===== src/panel_seq_pkg.sv =====
// constants, states and carrier types of the panel supply sequencer
// assumes one 10 MHz clock and comparator levels synchronous to it
package panel_seq_pkg;

    // ==========================================================
    // timing
    localparam int CLK_HZ = 10_000_000;
    localparam int SOFT_START_US = 14_000;
    localparam int RAMP_STEPS = 128;
    // longest step interval, rounded down so the ramp fits
    localparam int STEP_CYCLES = (SOFT_START_US * (CLK_HZ / 1_000_000)) / RAMP_STEPS;
    localparam int FAULT_TIMER_MS = 200;
    localparam int FAULT_CYCLES = FAULT_TIMER_MS * (CLK_HZ / 1_000);
    localparam int DIV_W = 11;

    // ==========================================================
    // soft-start codes
    localparam int CODE_W = 7;
    localparam logic [CODE_W-1:0] CODE_ZERO = 7'h00;
    localparam logic [CODE_W-1:0] CODE_FULL = 7'h7F;
    localparam int REG_COUNT = 3;
    localparam int REG_BOOST = 0;
    localparam int REG_GATE_ON = 1;
    localparam int REG_GATE_OFF = 2;

    // ==========================================================
    // register port
    localparam int ADDR_W = 4;
    localparam int DATA_W = 8;
    localparam logic [ADDR_W-1:0] ADDR_STATUS = 4'h0;
    localparam logic [ADDR_W-1:0] ADDR_CTRL = 4'h1;
    localparam logic [ADDR_W-1:0] ADDR_CODE_BOOST = 4'h2;
    localparam logic [ADDR_W-1:0] ADDR_CODE_GATE_ON = 4'h3;
    localparam logic [ADDR_W-1:0] ADDR_CODE_GATE_OFF = 4'h4;
    localparam logic [DATA_W-1:0] CTRL_RESET = 8'h00;
    localparam int CTRL_INHIBIT_BIT = 0;
    localparam int ST_DONE_BIT = 3;
    localparam int ST_SWITCH_BIT = 4;
    localparam int ST_THERMAL_BIT = 5;
    localparam int ST_FAULT_BIT = 6;
    localparam logic [DATA_W-1:0] READ_ZERO = 8'h00;

    // ==========================================================
    // sequence states, gray along the startup path
    typedef enum logic [2:0] {
        ST_OFF = 3'b000,
        ST_REF_WAIT = 3'b001,
        ST_RAMP = 3'b011,
        ST_DELAY = 3'b010,
        ST_RUN = 3'b110,
        ST_FAULT = 3'b111
    } seq_state_t;

    // ==========================================================
    // carriers
    typedef struct packed {
        logic lockout_ok;
        logic ref_good;
        logic [REG_COUNT-1:0] reg_low;
        logic over_temp;
        logic cap_above;
    } sense_t;

    typedef struct packed {
        logic boost_en;
        logic gate_on_en;
        logic gate_off_en;
        logic amp_out_en;
    } supply_en_t;

    typedef struct packed {
        logic timing_capacitor_charge;
        logic timing_cap_node_discharge;
        logic block_en;
        logic source_path_switch;
        logic drain_path_switch;
    } switch_ctl_t;

endpackage


===== src/panel_fault_timer.sv =====
// fault timer: counts an uninterrupted fault, pulses on expiry
// assumes arm and fault_in are levels synchronous to sys_clk
`timescale 1ns/10ps
module panel_fault_timer #(
    parameter int CYCLES = 2_000_000
) (
    input wire logic sys_clk,
    input wire logic reset,
    input wire logic arm,
    input wire logic fault_in,
    output logic expired
);

    localparam int W = $clog2(CYCLES + 1);
    localparam logic [W-1:0] LAST = W'(CYCLES - 1);

    logic [W-1:0] count_reg;

    // ==========================================================
    // healthy restarts count
    always_ff @(posedge sys_clk or posedge reset) begin
        if (reset) begin
            count_reg <= '0;
            expired <= 1'b0;
        end else if (!arm || !fault_in) begin
            count_reg <= '0;
            expired <= 1'b0;
        end else if (count_reg == LAST) begin
            count_reg <= '0;
            expired <= 1'b1;
        end else begin
            count_reg <= count_reg + 1'b1;
            expired <= 1'b0;
        end
    end
endmodule


===== src/panel_softstart.sv =====
// one 7-bit soft-start counter feeding a regulator reference dac
// assumes restart and tick are one-cycle pulses from the sequencer
`timescale 1ns/10ps
module panel_softstart
    import panel_seq_pkg::*;
#(
    parameter logic RAMP_DOWN = 1'b0
) (
    input wire logic sys_clk,
    input wire logic reset,
    input wire logic restart,
    input wire logic tick,
    output logic [CODE_W-1:0] code,
    output logic done
);

    localparam logic [CODE_W-1:0] START = RAMP_DOWN ? CODE_FULL : CODE_ZERO;
    localparam logic [CODE_W-1:0] STOP = RAMP_DOWN ? CODE_ZERO : CODE_FULL;

    // ==========================================================
    // ramp steps, downward when RAMP_DOWN
    always_ff @(posedge sys_clk or posedge reset) begin
        if (reset) begin
            code <= CODE_ZERO;
            done <= 1'b0;
        end else if (restart) begin
            code <= START;
            done <= 1'b0;
        end else if (tick && !done) begin
            if (code == STOP) begin
                done <= 1'b1;
            end else if (RAMP_DOWN) begin
                code <= code - 7'h01;
            end else begin
                code <= code + 7'h01;
            end
        end
    end
endmodule


===== src/panel_supply_sequencer.sv =====
// startup and protection sequencer of a display-panel supply
// assumes comparator levels and switch_select are synchronous to sys_clk
//
// The implementer's own choices: the plain strobed port and the address map.
`timescale 1ns/10ps
// Operation
// - regulators enable together once reference good
// - each regulator has its own counter
// - boost and gate-on ramp zero to full
// - gate-off ramps full down to zero
// - whole ramp takes about 14 ms
// - charge timing capacitor only when ready
// - capacitor threshold enables switch block
// - discharge timing node before startup, lockout
// - select ignored until all four conditions
// - select high: source on, drain off
// - select low: source off, drain on
// - fault timer runs while output low
// - 200 ms fault sets latch, outputs off
// - latch cleared only by supply lockout
// - no fault timing during soft-start
// - overtemperature sets latch at once
// - lockout turns everything off, amps hi-z
module panel_supply_sequencer
    import panel_seq_pkg::*;
#(
    parameter int FAULT_TIMER_CYCLES = FAULT_CYCLES,
    parameter int STEP_TICK_CYCLES = STEP_CYCLES
) (
    input wire logic sys_clk,
    input wire logic reset,
    input wire sense_t sense,
    input wire logic switch_select,
    input wire logic [ADDR_W-1:0] bus_addr,
    input wire logic [DATA_W-1:0] bus_wdata,
    input wire logic bus_wr,
    input wire logic bus_rd,
    output logic [DATA_W-1:0] bus_rdata,
    output supply_en_t supply_en,
    output switch_ctl_t switch_ctl,
    output logic [CODE_W-1:0] dac_code_boost,
    output logic [CODE_W-1:0] dac_code_gate_on,
    output logic [CODE_W-1:0] dac_code_gate_off,
    output logic fault_latched
);

    localparam logic [DIV_W-1:0] DIV_LAST = DIV_W'(STEP_TICK_CYCLES - 1);
    localparam logic [DIV_W-1:0] DIV_ZERO = '0;

    seq_state_t state_reg;
    seq_state_t state_next;
    logic [DATA_W-1:0] ctrl_reg;
    logic fault_latch_reg;
    logic thermal_seen_reg;
    logic [DIV_W-1:0] div_reg;
    logic tick_reg;
    logic restart;
    logic timer_arm;
    logic timer_expired;
    logic fault_any;
    logic ramps_done;
    logic [CODE_W-1:0] code [REG_COUNT];
    logic [REG_COUNT-1:0] done;
    logic source_reg;
    logic drain_reg;
    logic [DATA_W-1:0] status;

    // regulators powered in these states
    function automatic logic regs_on(input seq_state_t s);
        return (s == ST_RAMP) || (s == ST_DELAY) || (s == ST_RUN);
    endfunction

    // steady state after the ramps
    function automatic logic steady(input seq_state_t s);
        return (s == ST_DELAY) || (s == ST_RUN);
    endfunction

    // ==========================================================
    // sequence
    always_comb begin
        state_next = state_reg;
        case (state_reg)
            ST_OFF: begin
                if (sense.lockout_ok) begin
                    state_next = ST_REF_WAIT;
                end
            end
            ST_REF_WAIT: begin
                if (sense.ref_good && !ctrl_reg[CTRL_INHIBIT_BIT]) begin
                    state_next = ST_RAMP;
                end
            end
            ST_RAMP: begin
                if (ramps_done) begin
                    state_next = ST_DELAY;
                end
            end
            ST_DELAY: begin
                if (sense.cap_above) begin
                    state_next = ST_RUN;
                end
            end
            ST_RUN: begin
                state_next = ST_RUN;
            end
            ST_FAULT: begin
                state_next = ST_FAULT;
            end
            default: begin
                state_next = ST_OFF;
            end
        endcase
        if (fault_latch_reg) begin
            state_next = ST_FAULT;
        end
        if (!sense.lockout_ok) begin
            state_next = ST_OFF;
        end
    end

    always_ff @(posedge sys_clk or posedge reset) begin
        if (reset) begin
            state_reg <= ST_OFF;
        end else begin
            state_reg <= state_next;
        end
    end

    assign restart = (state_reg != ST_RAMP) && (state_next == ST_RAMP);

    // ==========================================================
    // step divider
    // 128 steps within 14 ms
    always_ff @(posedge sys_clk or posedge reset) begin
        if (reset) begin
            div_reg <= DIV_ZERO;
            tick_reg <= 1'b0;
        end else if (state_reg != ST_RAMP) begin
            div_reg <= DIV_ZERO;
            tick_reg <= 1'b0;
        end else if (div_reg == DIV_LAST) begin
            div_reg <= DIV_ZERO;
            tick_reg <= 1'b1;
        end else begin
            div_reg <= div_reg + 1'b1;
            tick_reg <= 1'b0;
        end
    end

    // ==========================================================
    // soft-start counters
    // independent counter each
    genvar gi;
    generate
        for (gi = 0; gi < REG_COUNT; gi++) begin : g_ramp
            panel_softstart #(
                .RAMP_DOWN(gi == REG_GATE_OFF)
            ) u_ramp (
                .sys_clk(sys_clk),
                .reset(reset),
                .restart(restart),
                .tick(tick_reg),
                .code(code[gi]),
                .done(done[gi])
            );
        end
    endgenerate

    assign ramps_done = &done;
    assign dac_code_boost = code[REG_BOOST];
    assign dac_code_gate_on = code[REG_GATE_ON];
    assign dac_code_gate_off = code[REG_GATE_OFF];

    // ==========================================================
    // fault timer
    // any low output counts
    assign fault_any = |sense.reg_low;
    assign timer_arm = steady(state_reg);

    panel_fault_timer #(
        .CYCLES(FAULT_TIMER_CYCLES)
    ) u_timer (
        .sys_clk(sys_clk),
        .reset(reset),
        .arm(timer_arm),
        .fault_in(fault_any),
        .expired(timer_expired)
    );

    // ==========================================================
    // fault latch, cleared by input lockout
    // lockout clears the latch
    always_ff @(posedge sys_clk or posedge reset) begin
        if (reset) begin
            fault_latch_reg <= 1'b0;
            thermal_seen_reg <= 1'b0;
        end else if (!sense.lockout_ok) begin
            fault_latch_reg <= 1'b0;
            thermal_seen_reg <= 1'b0;
        end else begin
            if (sense.over_temp || timer_expired) begin
                fault_latch_reg <= 1'b1;
            end
            if (sense.over_temp) begin
                thermal_seen_reg <= 1'b1;
            end
        end
    end

    assign fault_latched = fault_latch_reg;

    // ==========================================================
    // supply enables
    // four enables together
    always_comb begin
        supply_en.boost_en = regs_on(state_reg);
        supply_en.gate_on_en = regs_on(state_reg);
        supply_en.gate_off_en = regs_on(state_reg);
        supply_en.amp_out_en = regs_on(state_reg);
    end

    // ==========================================================
    // switch control
    // select ignored unless running
    always_ff @(posedge sys_clk or posedge reset) begin
        if (reset) begin
            source_reg <= 1'b0;
            drain_reg <= 1'b0;
        end else if (state_reg == ST_RUN && !fault_latch_reg) begin
            source_reg <= switch_select;
            drain_reg <= !switch_select;
        end else begin
            source_reg <= 1'b0;
            drain_reg <= 1'b0;
        end
    end

    always_comb begin
        switch_ctl.timing_capacitor_charge = steady(state_reg) && !fault_latch_reg;
        switch_ctl.timing_cap_node_discharge = !(steady(state_reg) && !fault_latch_reg);
        switch_ctl.block_en = (state_reg == ST_RUN);
        switch_ctl.source_path_switch = source_reg;
        switch_ctl.drain_path_switch = drain_reg;
    end

    // ==========================================================
    // register port
    always_comb begin
        status = READ_ZERO;
        status[2:0] = state_reg;
        status[ST_DONE_BIT] = ramps_done;
        status[ST_SWITCH_BIT] = (state_reg == ST_RUN);
        status[ST_THERMAL_BIT] = thermal_seen_reg;
        status[ST_FAULT_BIT] = fault_latch_reg;
    end

    always_ff @(posedge sys_clk or posedge reset) begin
        if (reset) begin
            ctrl_reg <= CTRL_RESET;
        end else if (bus_wr && bus_addr == ADDR_CTRL) begin
            ctrl_reg <= bus_wdata;
        end
    end

    always_ff @(posedge sys_clk or posedge reset) begin
        if (reset) begin
            bus_rdata <= READ_ZERO;
        end else if (bus_rd) begin
            case (bus_addr)
                ADDR_STATUS: bus_rdata <= status;
                ADDR_CTRL: bus_rdata <= ctrl_reg;
                ADDR_CODE_BOOST: bus_rdata <= {1'b0, code[REG_BOOST]};
                ADDR_CODE_GATE_ON: bus_rdata <= {1'b0, code[REG_GATE_ON]};
                ADDR_CODE_GATE_OFF: bus_rdata <= {1'b0, code[REG_GATE_OFF]};
                default: bus_rdata <= READ_ZERO;
            endcase
        end else begin
            bus_rdata <= READ_ZERO;
        end
    end
endmodule


===== config.mk =====
export PLATFORM = sky130hd
export DESIGN_NAME = panel_supply_sequencer
export DESIGN_NICKNAME = d
export VERILOG_FILES = /design/src/panel_seq_pkg.sv /design/src/panel_fault_timer.sv /design/src/panel_softstart.sv /design/src/panel_supply_sequencer.sv
export SDC_FILE = /design/constraint.sdc
export NUM_CORES = 1
export LEC_CHECK = 0
export ABC_CLOCK_PERIOD_IN_PS = 3350
export BUFFER_PORTS_ARGS = -buffer_cell sky130_fd_sc_hd__buf_2
export CORE_MARGIN = 8
export CORE_UTILIZATION = 55
export DETAILED_ROUTE_END_ITERATION = 6
export MAX_ROUTING_LAYER = met4
export PLACE_DENSITY_LB_ADDON = 0.3
export SETUP_SLACK_MARGIN = 0.1
export SYNTH_ARGS = -nofsm -noshare
export SYNTH_HDL_FRONTEND = slang
export SYNTH_SLANG_ARGS = --single-unit
export TNS_END_PERCENT = 30

===== constraint.sdc =====
create_clock -name sys_clk -period 3.35 [get_ports sys_clk]
set_input_delay 0.67 -clock sys_clk [delete_from_list [all_inputs] [get_ports sys_clk]]
set_output_delay 0.67 -clock sys_clk [all_outputs]
set_load 0.005 [all_outputs]

Word level (Yosys, flattened, before mapping)
Cells that the tools add are included.
Cells by class
  muxes and demuxes: 40
  reductions and logical operators: 39
  add/sub/neg operators: 5
  equality and inequality tests: 20
Operator list (number)
  $mux W7: 9
  $mux W21: 2
  $pmux W8 S5: 1
  $mux W11: 2
  $add A21 B1 Y21 const B: 1
  $eq A21 B21 Y1 const B: 1
  $mux W1: 19
  $pmux W3 S6: 1
  $mux W3: 5
  $add A7 B1 Y7 const B: 2
  $eq A7 B7 Y1 const B: 2
  $reduce_and A2 Y1: 6
  $reduce_bool A2 Y1: 6
  $add A11 B1 Y11 const B: 1
  $eq A11 B11 Y1 const B: 1
  $eq A3 B2 Y1 const B: 3
  $logic_not A1 Y1: 9
  $eq A4 B2 Y1 const B: 2
  $logic_and A1 B1 Y1: 8
  $mux W8: 1
  $logic_not A7 Y1: 1
  $sub A7 B1 Y7 const B: 1
  $eq A3 B3 Y1 const B: 2
  $ne A2 B2 Y1 const B: 3
  10 further kinds: 15
Storage, ports and cells
  bits of input ports: 24
  word-level logic and storage cells: 121
  register bits after elaboration: 81
  output and inout port bits: 39

Depth between registers and ports, before layout
Gate-level depths: netlist of run 1.
  word-level depth: 10
  mapped depth: 7
  gate-level depth less buffers: 6

Modules after synthesis
Synthesis of run 1 repeated with hierarchy kept, for this count alone.
Second synthesis, totals
  cells, all modules: 425
  area total of the unflattened synthesis: 4362.9 sq um
By module, submodules not included
  panel_supply_sequencer: times used 1, cells an instance 176, area each 1888.1 sq um, sequential area each 875.8 sq um
  panel_fault_timer: times used 1, cells an instance 116, area each 1094.8 sq um, sequential area each 550.5 sq um
  panel_softstart at g_ramp[0].u_ramp ...: times used 2, cells an instance 44, area each 461.7 sq um, sequential area each 200.2 sq um
  panel_softstart at g_ramp[2].u_ramp: times used 1, cells an instance 45, area each 456.7 sq um, sequential area each 200.2 sq um

Worst setup path before layout of run 1
Ideal clock, no wire load.
  kind: input to register
  start: input bus_addr[1]
  end: register ctrl_reg[0]
  buffers on the path: 0
  setup time: 0.128 ns
  setup slack: 1.646 ns
  data arrival time: 1.576 ns
  stages: 3
  data required time: 3.222 ns
  cell sequence: nor4b_1 > nand2_1 > mux2_1
On the way
  cells in the longest elaborated chain, start to end: 2
Ends and longest elaborated chain
  from (decl): RTL line panel_supply_sequencer.sv:34  | input wire logic [ADDR_W-1:0] bus_addr,
  $eq A4 B1 Y1: RTL line panel_supply_sequencer.sv:260  | end else if (bus_wr && bus_addr == ADDR_CTRL) begin
  $logic_and A1 B1 Y1: RTL line panel_supply_sequencer.sv:260
  to (signal assigned): RTL line panel_supply_sequencer.sv:261  | ctrl_reg <= bus_wdata;
  to (decl): RTL line panel_supply_sequencer.sv:52  | logic [DATA_W-1:0] ctrl_reg;
No other way between the ends.
A chain may end at the register's enable or synchronous reset.

==> results of run 1 <==
-- power groups by stage --
stage	Combinational (mW)	Sequential, mW	Clock (mW)
6_report	0.300	1.21	0.781
5_1_grt	0.339	1.22	0.844
4_1_cts	0.306	1.20	0.797
3_5_place_dp	0.304	1.22	0
3_3_place_gp	0.294	1.22	0
2_1_floorplan	0.185	1.18	0
-- worst reg2reg max path, cell delays in order (launching register included) --
cell      delay, ns
dfrtp_1        0.39
ha_1           0.22
and4_1         0.43
nand3_1        0.16
o21bai_1       0.16
buf_4          0.26
nor2_1         0.09
-- kinds of logic (layout without fill, tap and decap cells) --
logic type	Yosys count	count (layout)	synth area share
AO/OA/AOI/OAI	61	61	0.104
multiplexers	17	17	0.0441
buffers and inverters	28	91	0.0352
flip-flops	81	81	0.496
AND/OR/NAND/NOR	171	171	0.230
XOR/XNOR	32	32	0.0686
adder cells (fa/ha/maj)	7	7	0.0215
-- synth_stat cells (all sizes together) (3+ instances only) --
master | number | area, um2
dfrtp | 81 | 2030
nor2 | 58 | 218
nand2 | 23 | 86.3
xor2 | 23 | 201
nand3 | 15 | 87.6
a21oi | 14 | 73.8
buf | 14 | 91.3
nand4 | 14 | 93.8
o21ai | 14 | 70.1
inv | 11 | 41.3
mux2i | 9 | 90.1
xnor2 | 9 | 78.8
mux2 | 8 | 90.1
and4 | 7 | 62.6
ha | 7 | 87.6
and3 | 6 | 37.5
nor2b | 6 | 37.5
or3 | 6 | 37.5
a222oi | 5 | 50.1
nor3 | 5 | 25.0
nor4b | 5 | 43.8
o2bb2ai | 5 | 43.8
and2 | 4 | 26.3
o211ai | 4 | 30.0
o21a | 4 | 30.0
and3b | 3 | 26.3
clkbuf | 3 | 11.3
nand2b | 3 | 18.8
nand3b | 3 | 22.5
or2 | 3 | 18.8
-- cell type report --
type / count / share of cell area
Clock buffer: 10 / 0.0274
Clock inverter: 6 / 0.0199
Inverter: 11 / 0.00912
Multi-Input combinational cell: 288 / 0.410
Sequential cell: 81 / 0.435
Tap cell: 99 / 0.0266
Timing Repair Buffer: 64 / 0.0724
-- worst paths after layout --
check	startpoint	to	slack, ns	depth (start not counted)
hold reg to reg	u_timer.expired	fault_latched	0.48	1
min in group sys_clk	switch_select	drain_reg	0.46	2
setup / recovery	state_reg[1]	supply_en[0]	1.25	2
setup reg to reg	u_timer.count_reg[0]	u_timer.count_reg[5]	1.50	6
hold / removal	reset	g_ramp[2].u_ramp.code[2]	0.45	2
max in group asynchronous	reset	bus_rdata[7]	2.24	3
-- routing by layer --
layer | global-route usage | vias up | wire length, um | part of all wire
li1 | - | 1535 | - | -
met1 | 0.223 | 1547 | 3940 | 0.44
met2 | 0.290 | 80 | 4250 | 0.48
met3 | 0.0347 | 16 | 551 | 0.062
met4 | 0.0779 | 0 | 174 | 0.020
met5 | - | - | 0 | 0
-- metrics by stage --
stage | instance area [um2] | util | setup slack [ns]
6_report | 4660 | 0.646 | 1.25
5_1_grt | 4660 | 0.646 | 1.17
4_1_cts | 4660 | 0.646 | 1.25
3_5_place_dp | 4440 | 0.616 | 1.22
3_3_place_gp | 4440 | 0.616 | 1.28
2_1_floorplan | 4080 | - | 0.600
==> flow_summary.ini, run 1 <==
[power]
power.switching_mw = 0.647
swShare = 0.283
p_leak_nw = 2.08
p_per_area_mw_per_mm2 = 490
ir_drop_mv = 0.319
p_int_mw = 1.64
clockPowerShare = 0.341
seqPwrFrac = 0.527
p_comb_frac = 0.131
fin_total_pwr_mw = 2.29

[yosys]
synth_edf_count = 0
yosysUniqueCellTypes = 59
synthesis.area_mm2 = 0.00408
netlist_instances = 397
async_flop_share = 1.00
yosysSeqAreaShare = 0.496
ys_ff_latch = 81
syn-mean-instance-area_um2 = 10.3
synth_top_flop_cell = dfrtp_1
syn_nets = 428
yosysWarnings = 0

[route]
dr.pass1.iters = 5
drt_first_iter_violations = 145
ant_nets = 0
vias_per_cell = 5.69
drcViolationCount = 0
vias = 3178
postRouteWirelength_mm = 8.91
drt-wirelength-per-cell_um = 15.9

[outcome]
status = finished clean

[worst_setup_path]
cp_max_fo = 10
critPathTopFamily = flip-flops
crit_chain = a21boi_0, buf_2
crit_type = flip-flop to primary output
crit_path_start_kind = flip-flop
cpMaxStageDelayCell = dfrtp_1
endpoint_kind = primary output
slowest_delay_ns = 0.52
cp.arrival_ns = 1.43
crit_buf_inv = 1
critPathRequiredTime_ns = 2.68

[timing]
setup-tns-final_ns = 0
relSlewSlack = 0.440
drv_slew = 0
setup_viol_count_final = 0
worst_pin_slew_ns = 0.839
rsz0062_at_grt = no
post-route-period-util = 0.627
holdWs_ns = 0.455
min_period_ns = 2.10
clock.fmax_mhz = 476
skew_ns = 0.0152
finalHoldViolCount = 0

[clock_tree]
clkTransAtPathRegs_ns = 0.09
cts_root_buf = clkbuf_8
post_cts_resized = 0
post_cts_buffers = 0
clock_latency_ns = 0.35
numCtsBuffers = 9
h-tree-depth = 3
ctsHoldBuffers = 0
cts_tree = yes
numClockSinks = 81
cts_buffer_depth = 2

[floorplan]
dieArea_mm2 = 0.0104
start_util = 0.566
core_mm2 = 0.00721
die_h_um = 102
row_count = 31
die_w_um = 102
pin_count = 63

[finish]
regArea_mm2 = 0.00203
fillCellCount = 580
layout_commonest_cell = dfrtp_1
syn2layout_area_growth_pct = 14.2
final_nets = 486
final_cell_count_no_fill = 559
diodes = 0
drive_above_1_share = 0.196
multi_input_area_mm2 = 0.00191
layout_common_cells = 81 x dfrtp_1, 62 x buf_2, 58 x nor2_1

[global_routing]
grt-ovfl-total = 0
grt_pass1_wl_mm = 14.6
antenna_found_initial = 0
grt_usage = 0.183
grt_pass1_vias = 3138
grt_max_degree = 49

[placed_design]
numPortBuffers = 62
gp_congestion = 0.858
post-place-cells = 543
dp_hpwl_mm = 6.44

[flow_run]
drv_cap = 0

[min_path]
hold_path_class = input pin to async pin
Note: power is estimated with default switching activity, not from simulation.
==> run 2: changes to the inputs <==
--- a/config.mk
+++ b/config.mk
@@ -5,10 +5,11 @@
 export SDC_FILE = /design/constraint.sdc
 export NUM_CORES = 1
 export LEC_CHECK = 0
-export ABC_CLOCK_PERIOD_IN_PS = 3350
+export ABC_AREA = 1
+export ABC_CLOCK_PERIOD_IN_PS = 1800
 export BUFFER_PORTS_ARGS = -buffer_cell sky130_fd_sc_hd__buf_2
 export CORE_MARGIN = 8
-export CORE_UTILIZATION = 55
+export CORE_UTILIZATION = 52
 export DETAILED_ROUTE_END_ITERATION = 6
 export MAX_ROUTING_LAYER = met4
 export PLACE_DENSITY_LB_ADDON = 0.3
==> constraint.sdc (replaced) <==
create_clock -name sys_clk -period 1.8 [get_ports sys_clk]
set_input_delay 0.36 -clock sys_clk [delete_from_list [all_inputs] [get_ports sys_clk]]
set_output_delay 0.36 -clock sys_clk [all_outputs]
set_load 0.005 [all_outputs]
==> run 2 against run 1 <==
Clock power grew 66%. Register-to-register slack lost 1.4 ns. Routed wire length increased by 21%. Critical path depth increased by 6. Sequential share of layout area shrank 3.8 points. Hold slack got worse by 0.37 ns.
==> flow_summary.ini, run 2 <==
[timing]
setup-tns-final_ns = 0
holdWs_ns = 0.0862
setup_viol_count_final = 0
worst_pin_slew_ns = 0.427
drv_slew = 0
relSlewSlack = 0.715
min_period_ns = 1.69
clock.fmax_mhz = 591
skew_ns = 0.0147
setup_slack_ns = 0.109
rsz0062_at_grt = yes
post-route-period-util = 0.940
finalHoldViolCount = 0

[outcome]
status = finished clean

[worst_setup_path]
critPathRequiredTime_ns = 2.06
cp_max_fo = 15
cp.arrival_ns = 1.95
crit_path_start_kind = flip-flop
crit_type = flip-flop to flip-flop
crit_buf_inv = 2
crit_chain = buf_4, a21oi_1, nand3_1, nor2_1, nand2_2, buf_4, nand3b_1, nand2_1
cp_common_cell = buf_4
slowest_delay_ns = 0.46
critPathTopFamily = simple AND/OR/NAND/NOR gates
cpMaxStageDelayCell = dfrtp_2
endpoint_kind = flip-flop

[clock_tree]
cts_root_buf = clkbuf_8
cts_buffer_depth = 2
ctsHoldBuffers = 0
h-tree-depth = 3
numClockSinks = 81
cts_tree = yes
clock_latency_ns = 0.37
clkTransAtPathRegs_ns = 0.10
numCtsBuffers = 9

[finish]
layout_common_cells = 129 x nand2_1, 110 x nor2_1, 79 x dfrtp_1
diodes = 0
syn2layout_area_growth_pct = 15.0
drive_above_1_share = 0.170
layout_commonest_cell = nand2_1
final_nets = 696
postLayoutCoreUtil = 0.620
fillCellCount = 727
final_cell_count_no_fill = 775
stdcell_area_mm2 = 0.00512
multi_input_area_mm2 = 0.00207
regArea_mm2 = 0.00203

[yosys]
synth.largest_area_cell = dfrtp_1
synth.most_common_cell = nand2_1
async_flop_share = 1.00
yosysSeqAreaShare = 0.455
synth_commonest_cells = 130 x nand2_1, 112 x nor2_1, 81 x dfrtp_1, 71 x inv_1, 68 x nand3_1
syn-mean-instance-area_um2 = 7.51
synthesis.area_mm2 = 0.00445
ys_ff_latch = 81
syn_nets = 624
synth_area_leaders = dfrtp_1 46%, nand2_1 11%, nor2_1 9.4%
synth_top_cell_area_share = 0.455
netlist_instances = 593
synth_edf_count = 0
yosysUniqueCellTypes = 29
yosysWarnings = 0
synth_top_flop_cell = dfrtp_1

[floorplan]
die_h_um = 109
die_w_um = 109
dieArea_mm2 = 0.0118
core_mm2 = 0.00826
start_util = 0.539
pin_count = 63
row_count = 33

[min_path]
hold_path_class = input pin to async pin

[global_routing]
grt-ovfl-total = 0
grt_pass1_vias = 3797
grt_usage = 0.194
grt_pass1_wl_mm = 17.9
grt_max_degree = 82
antenna_found_initial = 0

[route]
drt_first_iter_violations = 220
vias_per_cell = 5.30
drt-wirelength-per-cell_um = 13.9
vias = 4108
drcViolationCount = 0
ant_nets = 0
postRouteWirelength_mm = 10.8
dr.pass1.iters = 5

[placed_design]
post-place-cells = 755
numPortBuffers = 62
dp_hpwl_mm = 8.01
pre_cts_slack_ns = 0.204
dpl_cell_area_mm2 = 0.00487
gp_congestion = 0.948

[power]
fin_total_pwr_mw = 3.54
seqPwrFrac = 0.544
swShare = 0.281
power.switching_mw = 0.995
p_leak_nw = 2.51
p_per_area_mw_per_mm2 = 691
clockPowerShare = 0.366
p_int_mw = 2.54
ir_drop_mv = 0.340
p_comb_frac = 0.090

[flow_run]
drv_cap = 0
==> run 2: repair_timing <==
item	in CTS	in global routing
endpoints found under the setup margin	6	20
gates resized for setup	2	9
pin swaps	0	1
setup buffers	0	4
gates cloned	0	0
hold endpoints to repair	0	0
==> run 2: cells by family after synthesis <==
group	Yosys count	share of synthesized area
compound gates	29	0.0337
buf+inv	88	0.0868
xor+xnor	17	0.0334
flops	81	0.455
simple gates	371	0.371
fa+ha+maj	7	0.0197
==> run 2: metal layers <==
metal	part of all wire	GRT usage	vias up
met5	0	-	-
met4	0.021	0.0821	0
met3	0.055	0.0327	26
met2	0.51	0.321	126
met1	0.41	0.229	1928
li1	-	-	2028
==> run 2: cell type report <==
type,instances,area share
Clock inverter,6,0.00953
Sequential cell,81,0.396
Multi-Input combinational cell,424,0.404
Inverter,74,0.0550
Timing Repair Buffer,75,0.0821
Tap cell,105,0.0257
Clock buffer,10,0.0269
==> run 2: tightest hold or removal path: stages <==
cell and delay [ns]:
buf_2 0.11, clkinvlp_4 0.07, buf_12 0.34
==> run 2: path summary, 6_finish.rpt <==
check	slack (ns)	end	cells past startpoint	from
max reg2reg	0.11	g_ramp[0].u_ramp.code[3]	8	state_reg[1]
max in group asynchronous	1.36	state_reg[0]	3	reset
max	0.11	g_ramp[0].u_ramp.code[3]	8	state_reg[1]
min in group sys_clk	0.14	drain_reg	2	switch_select
min reg2reg	0.48	ctrl_reg[3]	2	ctrl_reg[3]
min	0.09	bus_rdata[7]	3	reset
==> run 2: power groups by stage <==
stage	combinational, mW	clock (mW)	sequential [mW]
3_3_place_gp	0.286	0	1.96
6_report	0.317	1.30	1.93
3_5_place_dp	0.295	0	1.96
4_1_cts	0.297	1.33	1.92
5_1_grt	0.360	1.40	1.93
2_1_floorplan	0.198	0	1.95
